===== config.mk =====
export PLATFORM = sky130hd
export DESIGN_NAME = wake_on_network_filter
export DESIGN_NICKNAME = d
export VERILOG_FILES = /design/src/hw/wake_filter_pkg.sv /design/src/hw/wake_on_network_filter.sv
export VERILOG_INCLUDE_DIRS = /design/src /design/src/hw
export SDC_FILE = /design/constraint.sdc
export NUM_CORES = 1
export LEC_CHECK = 0
export BUFFER_PORTS_ARGS = -buffer_cell sky130_fd_sc_hd__buf_4
export CORE_MARGIN = 4
export CORE_UTILIZATION = 58
export CTS_CLUSTER_SIZE = 10
export DETAILED_ROUTE_END_ITERATION = 8
export GPL_TIMING_DRIVEN = 1
export PLACE_DENSITY = 0.86
export SYNTH_ARGS = -nofsm -noshare
export SYNTH_HDL_FRONTEND = slang
export SYNTH_SLANG_ARGS = --single-unit

===== constraint.sdc =====
create_clock -name pclk -period 3.5 [get_ports pclk]
set_input_delay 0.7 -clock pclk [delete_from_list [all_inputs] [get_ports pclk]]
set_output_delay 0.7 -clock pclk [all_outputs]
set_load 0.02 [all_outputs]

===== src/hw/wake_filter_defs.svh =====
// register map, field positions, reset values and timing counts of the wake filter
// assumes a 100 MHz pclk and 32-bit apb with word-aligned registers
`ifndef WAKE_FILTER_DEFS_SVH
`define WAKE_FILTER_DEFS_SVH

// ************************************
// register indices, byte address is four times the index
// ************************************
`define CFG_INDEX 12'h134
`define STS_INDEX 12'h135
`define PW0_INDEX 12'h139
`define PW1_INDEX 12'h13a
`define PW2_INDEX 12'h13b
`define MASK_INDEX 12'h150
`define BYTE_ADDR(idx) (12'({(idx), 2'h0}))

// ************************************
// config fields
// ************************************
`define CFG_OUT_CLEAR 11
`define CFG_STRETCH_HI 10
`define CFG_STRETCH_LO 9
`define CFG_OUT_STYLE 8
`define CFG_ENHANCED 7
`define CFG_PW_EN 5
`define CFG_UCAST 4
`define CFG_BCAST 2
`define CFG_PATTERN 1
`define CFG_MAGIC 0
`define CFG_WRITE_MASK 16'h0fb7
`define CFG_RESET 16'h0004

// ************************************
// status fields
// ************************************
`define STS_SFD 7
`define STS_CRC 6
`define STS_HACK 5
`define STS_UCAST 4
`define STS_BCAST 2
`define STS_PATTERN 1
`define STS_MAGIC 0
`define STS_USED_MASK 8'hf7
`define STS_RESET 8'h00

// ************************************
// pulse timing: reference-clock periods converted to pclk cycles, rounded up
// ************************************
`define WAKE_REF_PERIOD_PS 8000
`define PCLK_PERIOD_PS 10000
`define WAKE_REF_CYCLES_0 8
`define WAKE_REF_CYCLES_1 16
`define WAKE_REF_CYCLES_2 32
`define WAKE_REF_CYCLES_3 64
`define WAKE_PCLK(n) (((n) * `WAKE_REF_PERIOD_PS + `PCLK_PERIOD_PS - 1) / `PCLK_PERIOD_PS)

`endif


===== src/hw/wake_filter_pkg.sv =====
// types shared by the wake filter and its surroundings
// assumes the receive path reports one summary per finished frame
package wake_filter_pkg;

  // one frame's verdict from the receive path, valid for one cycle
  typedef struct packed {
    logic done;
    logic sfd_ok;
    logic crc_ok;
    logic unicast;
    logic broadcast;
    logic pattern_hit;
    logic magic;
    logic password_seen;
    logic [47:0] password;
  } rx_summary_t;

  typedef enum logic [2:0] {
    WAKE_IDLE = 3'b001,
    WAKE_PULSE = 3'b010,
    WAKE_LEVEL = 3'b100
  } wake_state_t;

endpackage


===== src/hw/wake_on_network_filter.sv =====
// receive-side wake-on-network filter: apb registers, event flags, wake output
// assumes frame verdicts from the receive path, synchronous to pclk
//
// Functional notes
// [RULE1] writing wake_output_clear drops a level wake; self-clears; no effect when pulsing
// [RULE2] pulse width is 8, 16, 32 or 64 reference cycles by wake_pulse_length
// [RULE3] wake_output_style one holds wake until cleared, zero gives stretched pulse
// [RULE4] wake, crc check and timestamp indication work only under enhanced_receive_enable
// [RULE5] with password_check_enable a magic packet needs the right password
// [RULE6] unicast_wake_enable makes valid unicast packets wake; resets to zero
// [RULE7] broadcast_wake_enable makes valid broadcast packets wake; resets to one
// [RULE8] pattern wake enable makes pattern-matching packets wake; resets to zero
// [RULE9] magic wake enable makes valid magic packets wake; resets to zero
// [RULE10] delimiter_error_flag latches on a missing delimiter, cleared by status read
// [RULE11] bad crc flag latches on a crc failure, cleared by status read
// [RULE12] password_hack_flag latches on a wrong password, cleared by status read
// [RULE13] unicast_seen_flag latches on a valid unicast packet, cleared by status read
// [RULE14] broadcast_seen_flag latches on a valid broadcast packet, cleared by status read
// [RULE15] pattern_seen_flag latches on a valid pattern packet, cleared by status read
// [RULE16] magic_seen_flag latches on a valid magic packet, cleared by status read
// [RULE17] 48-bit password in three 16-bit registers, low bits first
// [RULE18] reserved bits read zero and ignore writes
// [RULE19] wake only for enabled sources; flags latch regardless of enables
`timescale 1ns/100ps
`default_nettype none
`include "wake_filter_defs.svh"

module wake_on_network_filter (
  // clock and reset
  input wire logic pclk,
  input wire logic presetn,
  // apb slave
  input wire logic psel,
  input wire logic penable,
  input wire logic pwrite,
  input wire logic [11:0] paddr,
  input wire logic [31:0] pwdata,
  output logic [31:0] prdata,
  output logic pready,
  output logic pslverr,
  // receive path
  input wire wake_filter_pkg::rx_summary_t rx_summary,
  input wire logic rx_frame_start,
  // outputs
  output logic rx_timestamp_event,
  output logic wake_on_network,
  output logic irq
);
  import wake_filter_pkg::*;

  // ************************************
  // apb decode
  // ************************************
  logic setup_phase;
  logic access_done;
  logic wr_done;
  logic rd_done;
  logic hit_cfg;
  logic hit_sts;
  logic hit_pw0;
  logic hit_pw1;
  logic hit_pw2;
  logic hit_mask;
  logic hit_any;
  logic [31:0] rd_mux;
  logic [31:0] prdata_q;
  logic pslverr_q;

  assign setup_phase = psel & ~penable;
  assign access_done = psel & penable;
  assign wr_done = access_done & pwrite & ~pslverr_q;
  assign rd_done = access_done & ~pwrite & ~pslverr_q;
  assign hit_cfg = paddr == `BYTE_ADDR(`CFG_INDEX);
  assign hit_sts = paddr == `BYTE_ADDR(`STS_INDEX);
  assign hit_pw0 = paddr == `BYTE_ADDR(`PW0_INDEX);
  assign hit_pw1 = paddr == `BYTE_ADDR(`PW1_INDEX);
  assign hit_pw2 = paddr == `BYTE_ADDR(`PW2_INDEX);
  assign hit_mask = paddr == `BYTE_ADDR(`MASK_INDEX);
  assign hit_any = hit_cfg | hit_sts | hit_pw0 | hit_pw1 | hit_pw2 | hit_mask;

  // no wait state: read data is sampled in setup so that prdata comes from a flop
  assign pready = access_done;
  assign prdata = prdata_q;
  assign pslverr = pslverr_q & access_done;

  // ************************************
  // registers
  // ************************************
  logic [15:0] cfg_q;
  logic [7:0] sts_q;
  logic [7:0] sts_d;
  logic [7:0] mask_q;
  logic [47:0] pw_q;
  logic [7:0] events;
  logic enhanced;
  logic style_level;
  logic [1:0] stretch;

  assign enhanced = cfg_q[`CFG_ENHANCED];
  assign style_level = cfg_q[`CFG_OUT_STYLE];
  assign stretch = cfg_q[`CFG_STRETCH_HI:`CFG_STRETCH_LO];

  always_comb begin
    rd_mux = 32'h0000_0000;
    if (hit_cfg) begin
      rd_mux = {16'h0000, cfg_q}; // see [RULE18]
    end else if (hit_sts) begin
      rd_mux = {24'h00_0000, sts_q};
    end else if (hit_pw0) begin
      rd_mux = {16'h0000, pw_q[15:0]};
    end else if (hit_pw1) begin
      rd_mux = {16'h0000, pw_q[31:16]};
    end else if (hit_pw2) begin
      rd_mux = {16'h0000, pw_q[47:32]};
    end else if (hit_mask) begin
      rd_mux = {24'h00_0000, mask_q};
    end
  end

  always_ff @(posedge pclk or negedge presetn) begin
    if (!presetn) begin
      prdata_q <= 32'h0000_0000;
      pslverr_q <= 1'b0;
    end else if (setup_phase) begin
      prdata_q <= pwrite ? 32'h0000_0000 : rd_mux;
      pslverr_q <= ~hit_any;
    end
  end

  // config: reserved bits never store, the clear bit lasts one cycle
  always_ff @(posedge pclk or negedge presetn) begin
    if (!presetn) begin
      cfg_q <= `CFG_RESET; // see [RULE6] [RULE7] [RULE8] [RULE9]
    end else if (wr_done && hit_cfg) begin
      cfg_q <= pwdata[15:0] & `CFG_WRITE_MASK; // see [RULE18]
    end else begin
      cfg_q[`CFG_OUT_CLEAR] <= 1'b0; // see [RULE1]
    end
  end

  always_ff @(posedge pclk or negedge presetn) begin
    if (!presetn) begin
      pw_q <= 48'h0000_0000_0000;
    end else if (wr_done) begin
      if (hit_pw0) begin
        pw_q[15:0] <= pwdata[15:0]; // see [RULE17]
      end
      if (hit_pw1) begin
        pw_q[31:16] <= pwdata[15:0]; // see [RULE17]
      end
      if (hit_pw2) begin
        pw_q[47:32] <= pwdata[15:0]; // see [RULE17]
      end
    end
  end

  always_ff @(posedge pclk or negedge presetn) begin
    if (!presetn) begin
      mask_q <= 8'h00;
    end else if (wr_done && hit_mask) begin
      mask_q <= pwdata[7:0] & `STS_USED_MASK;
    end
  end

  // ************************************
  // frame classification
  // ************************************
  logic frame_good;
  logic pw_match;
  logic magic_ok;
  logic hack;
  logic wake_hit;

  assign frame_good = rx_summary.sfd_ok & rx_summary.crc_ok;
  // a missing password counts as wrong when checking is on
  assign pw_match = rx_summary.password_seen & (rx_summary.password == pw_q);
  assign magic_ok = rx_summary.magic & (~cfg_q[`CFG_PW_EN] | pw_match); // see [RULE5]
  assign hack = rx_summary.magic & cfg_q[`CFG_PW_EN] & ~pw_match; // see [RULE12]

  always_comb begin
    events = 8'h00;
    if (rx_summary.done) begin
      events[`STS_SFD] = ~rx_summary.sfd_ok; // see [RULE10]
      if (enhanced) begin // see [RULE4]
        events[`STS_CRC] = rx_summary.sfd_ok & ~rx_summary.crc_ok; // see [RULE11]
        events[`STS_HACK] = frame_good & hack;
        events[`STS_UCAST] = frame_good & rx_summary.unicast; // see [RULE13]
        events[`STS_BCAST] = frame_good & rx_summary.broadcast; // see [RULE14]
        events[`STS_PATTERN] = frame_good & rx_summary.pattern_hit; // see [RULE15]
        events[`STS_MAGIC] = frame_good & magic_ok; // see [RULE16]
      end
    end
  end

  // the wake sources share bit positions between config and status
  assign wake_hit = |(events & cfg_q[7:0] &
                      8'h17); // see [RULE6] [RULE7] [RULE8] [RULE9] [RULE19]

  // ************************************
  // status flags and interrupt
  // ************************************
  always_comb begin
    sts_d = sts_q;
    // only what the read returned is cleared; a flag set after setup waits for the next read
    if (rd_done && hit_sts) begin
      sts_d = sts_q & ~prdata_q[7:0];
    end
    // a new event in the clearing cycle survives the read
    sts_d = sts_d | events; // see [RULE19]
  end

  always_ff @(posedge pclk or negedge presetn) begin
    if (!presetn) begin
      sts_q <= `STS_RESET;
    end else begin
      sts_q <= sts_d; // see [RULE10] [RULE11] [RULE12] [RULE13] [RULE14] [RULE15] [RULE16]
    end
  end

  // irq follows the next mask too, so a mask write never leaves it a cycle behind
  logic [7:0] mask_d;
  assign mask_d = (wr_done && hit_mask) ? (pwdata[7:0] & `STS_USED_MASK) : mask_q;

  always_ff @(posedge pclk or negedge presetn) begin
    if (!presetn) begin
      irq <= 1'b0;
    end else begin
      irq <= |(sts_d & mask_d);
    end
  end

  // ************************************
  // timestamp indication
  // ************************************
  always_ff @(posedge pclk or negedge presetn) begin
    if (!presetn) begin
      rx_timestamp_event <= 1'b0;
    end else begin
      rx_timestamp_event <= rx_frame_start & enhanced; // see [RULE4]
    end
  end

  // ************************************
  // wake output
  // ************************************
  localparam logic [6:0] PULSE_LEN_0 = 7'(`WAKE_PCLK(`WAKE_REF_CYCLES_0));
  localparam logic [6:0] PULSE_LEN_1 = 7'(`WAKE_PCLK(`WAKE_REF_CYCLES_1));
  localparam logic [6:0] PULSE_LEN_2 = 7'(`WAKE_PCLK(`WAKE_REF_CYCLES_2));
  localparam logic [6:0] PULSE_LEN_3 = 7'(`WAKE_PCLK(`WAKE_REF_CYCLES_3));

  wake_state_t wake_q;
  logic [6:0] pulse_cnt_q;
  logic [6:0] pulse_len;

  always_comb begin
    unique case (stretch)
      2'h0: pulse_len = PULSE_LEN_0; // see [RULE2]
      2'h1: pulse_len = PULSE_LEN_1;
      2'h2: pulse_len = PULSE_LEN_2;
      2'h3: pulse_len = PULSE_LEN_3;
    endcase
  end

  // a new event during a pulse restarts it; the clear bit is ignored while pulsing
  always_ff @(posedge pclk or negedge presetn) begin
    if (!presetn) begin
      wake_q <= WAKE_IDLE;
      pulse_cnt_q <= 7'h00;
    end else begin
      unique case (wake_q)
        WAKE_IDLE: begin
          if (wake_hit && style_level) begin
            wake_q <= WAKE_LEVEL; // see [RULE3]
          end else if (wake_hit) begin
            wake_q <= WAKE_PULSE;
            pulse_cnt_q <= pulse_len - 7'h01; // see [RULE2]
          end
        end
        WAKE_PULSE: begin
          if (wake_hit) begin
            pulse_cnt_q <= pulse_len - 7'h01;
          end else if (pulse_cnt_q == 7'h00) begin
            wake_q <= WAKE_IDLE;
          end else begin
            pulse_cnt_q <= pulse_cnt_q - 7'h01;
          end
        end
        WAKE_LEVEL: begin
          if (cfg_q[`CFG_OUT_CLEAR]) begin
            wake_q <= WAKE_IDLE; // see [RULE1]
          end
        end
        default: begin
          wake_q <= WAKE_IDLE;
        end
      endcase
    end
  end

  assign wake_on_network = wake_q != WAKE_IDLE;

  // ************************************
  // checks
  // ************************************
  // an enabled source reported by a good frame while enhanced receive is on
  logic wake_allowed;
  assign wake_allowed = rx_summary.done & enhanced & frame_good &
                        (rx_summary.unicast & cfg_q[`CFG_UCAST] |
                         rx_summary.broadcast & cfg_q[`CFG_BCAST] |
                         rx_summary.pattern_hit & cfg_q[`CFG_PATTERN] |
                         magic_ok & cfg_q[`CFG_MAGIC]);
endmodule

`default_nettype wire


==> results.toml <==
[status]
status = "completed"

[placed_design]
gp_congestion = 0.877
post-place-ws_ns = 0.528
postPlaceCellArea_um2 = 6630
dp.cells = 769
io_buffers = 110
dpl.hpwl_mm = 11.7

[final_layout]
diodes = 0
syn2layout_area_growth_pct = 20.6
layout.nets = 764
final_common_cell = "buf_4"
drive_above_1_share_pct = 24.8
instances_no_fill = 785
final_cell_mix = "buf_4 (124), dfrtp_1 (101), mux2_1 (54)"
final_cell_area_um2 = 6830

[sta]
worstMarginPinSlew_ns = 1.02
timing.slew.headroom_pct = 31.9
fin_ws_ns = 0.864
hold_viol = 0
setup_tns_ns = 0
min_period_ns = 2.64
holdWs_ns = 0.493
finalSetupViolCount = 0
rsz0062_at_grt = "no"
skew_ns = 0.00958
finalCritPeriodShare_pct = 75.3
slew_violations = 0
fmax_mhz = 379

[clock_tree]
clockBufferDepth = 2
clk_pin_slew_ns = 0.10
clock_sinks = 103
cts_root_buf = "clkbuf_8"
cts_tree = "built"
ctsHoldBuffers = 0
worst_skew_pair.late_latency_ns = 0.37
cts_setup_buffers = 0
cts_resized = 0
htree_levels = 3
cts_buffers = 9

[routing]
wire_per_inst_um = 20.0
drc = 0
drt_pass1_iterations = 5
vias = 4742
wl_mm = 15.7
avgViaCountPerCell = 6.04
initialDrtViolationCount = 282
ant_nets = 0

[setup_path]
setup.worst_path.start = "paddr[2]"
worstSetupStartpointType = "input pin"
worstPathRequired_ns = 3.74
rrSetupSlack_ns = 1.03
reg2reg_depth = 8
crit_arrival_ns = 2.87
r2r-end = "pulse_cnt_q[0]"
cp-end-kind = "flip-flop"
crit_type = "in -> reg"
cp_max_fo = 14
r2r-start = "pw_q[35]"
crit_end = "irq"

[die]
core_area_um2 = 9370
die_h_um = 107
start_util_pct = 60.5
die_x_um = 107
die_area_um2 = 11400
io_pins = 143
rows = 35

[synth]
ys_warn_count = 0
synth_cell_types = 65
async_flop_share_pct = 100
seq_area_frac_synth_pct = 45.5
synth_flop_cell = "dfrtp_1"
synthCells = 534
avgSynthCellArea_um2 = 10.6
synth_edf_count = 0
syn_area_um2 = 5670
ys_ff_latch = 103

[grt]
grt_pass1_vias = 4789
grt_pass1_wl_mm = 25.0
grt_max_degree = 80
antenna_found_initial = 0
grt-ovfl-total = 0
track_usage_pct = 28.2

[power]
pwr_density_cell_nw_per_um2 = 324
p_leak_uw = 0.00327
irDropWorstVdd_mv = 0.226

[flow_run]
drv_cap = 0

[worst_hold_path]
whs_path_depth = 1
hold_start = "wake_q[1]"
hp-class = "reg -> reg"
==> how the worst min path moves through the flow <==
stage,slack (ns),endpoint
floorplan,0.40,cfg_q[0]
global placement,0.47,wake_q[2]
detailed placement,0.48,prdata[11]
CTS,0.50,wake_q[2]
global route,0.52,wake_q[2]
finish,0.49,wake_q[2]
==> metrics by stage <==
stage               util, %  total power (µW)
floorplan                 -              1300
global placement       70.7              1430
detailed placement     70.7              1430
global route           72.9              2280
CTS                    72.9              2210
finish                 72.9              2210
==> layout make-up <==
class,instances,area (µm²)
tap,129,161
fill,658,2540
clock buffer,11,141
inverter,17,63.8
multi-input combinational,396,2890
clock inverter,5,65.1
sequential,103,2580
timing repair buffer,124,931
==> logic make-up (layout without fill, tap and decap cells) <==
family                   Yosys count  count (layout)  share of synthesized area, %
AND/OR/NAND/NOR                  149             149                          14.4
AO/OA/AOI/OAI                    103             103                          12.1
flip-flops                       103             103                          45.5
multiplexers                      76              76                          14.9
buffers and inverters             50             157                          4.55
XOR/XNOR                          45              45                          6.96
adder cells (fa/ha/maj)            7               7                          1.55
other                              1              16                        0.0662
==> layer usage <==
| layer | part of all wire (%) | vias up | GRT usage (%) |
|---|---|---|---|
| li1 | - | 2139 | - |
| met1 | 42 | 2313 | 38.9 |
| met2 | 48 | 256 | 45.0 |
| met3 | 7.9 | 34 | 4.94 |
| met4 | 2.4 | 0 | 10.1 |
| met5 | 0 | - | 0 |
==> power breakdown <==
| part | switching [µW] | internal [µW] |
|---|---|---|
| Combinational | 120 | 98.8 |
| Clock | 440 | 359 |
| Sequential | 2.35 | 1190 |
==> sequential cells by signal (all words and copies together) (netlist names), 3 cells and up <==
signal / flops
sts_q: 8
pulse_cnt_q: 7
wake_q: 3
mask_q: 8
cfg_q: 10
pw_q: 48
prdata: 16
==> synthesized netlist by cell type (all sizes together), types with 9 or more instances <==
cell / n / area share [%]
dfrtp: 101 / 45
or3: 9 / 0.99
inv: 16 / 1.1
mux2i: 11 / 1.9
clkbuf: 11 / 0.73
nand2: 49 / 3.2
buf: 22 / 2.7
mux2: 65 / 13
xnor2: 43 / 6.6
o21ai: 35 / 3.1
nor2: 19 / 1.4
nand4: 15 / 1.7
a21oi: 19 / 1.7
nor3: 12 / 1.4
==> worst max-delay path, stage by stage <==
cell and delay (ns):
buf_4 0.19, or3b_1 0.38, or4_4 0.50, nor2_4 0.23
a21boi_1 0.14, a222oi_1 0.34, o221a_1 0.25, o211ai_1 0.12
Note: power is estimated with default switching activity, not from simulation.
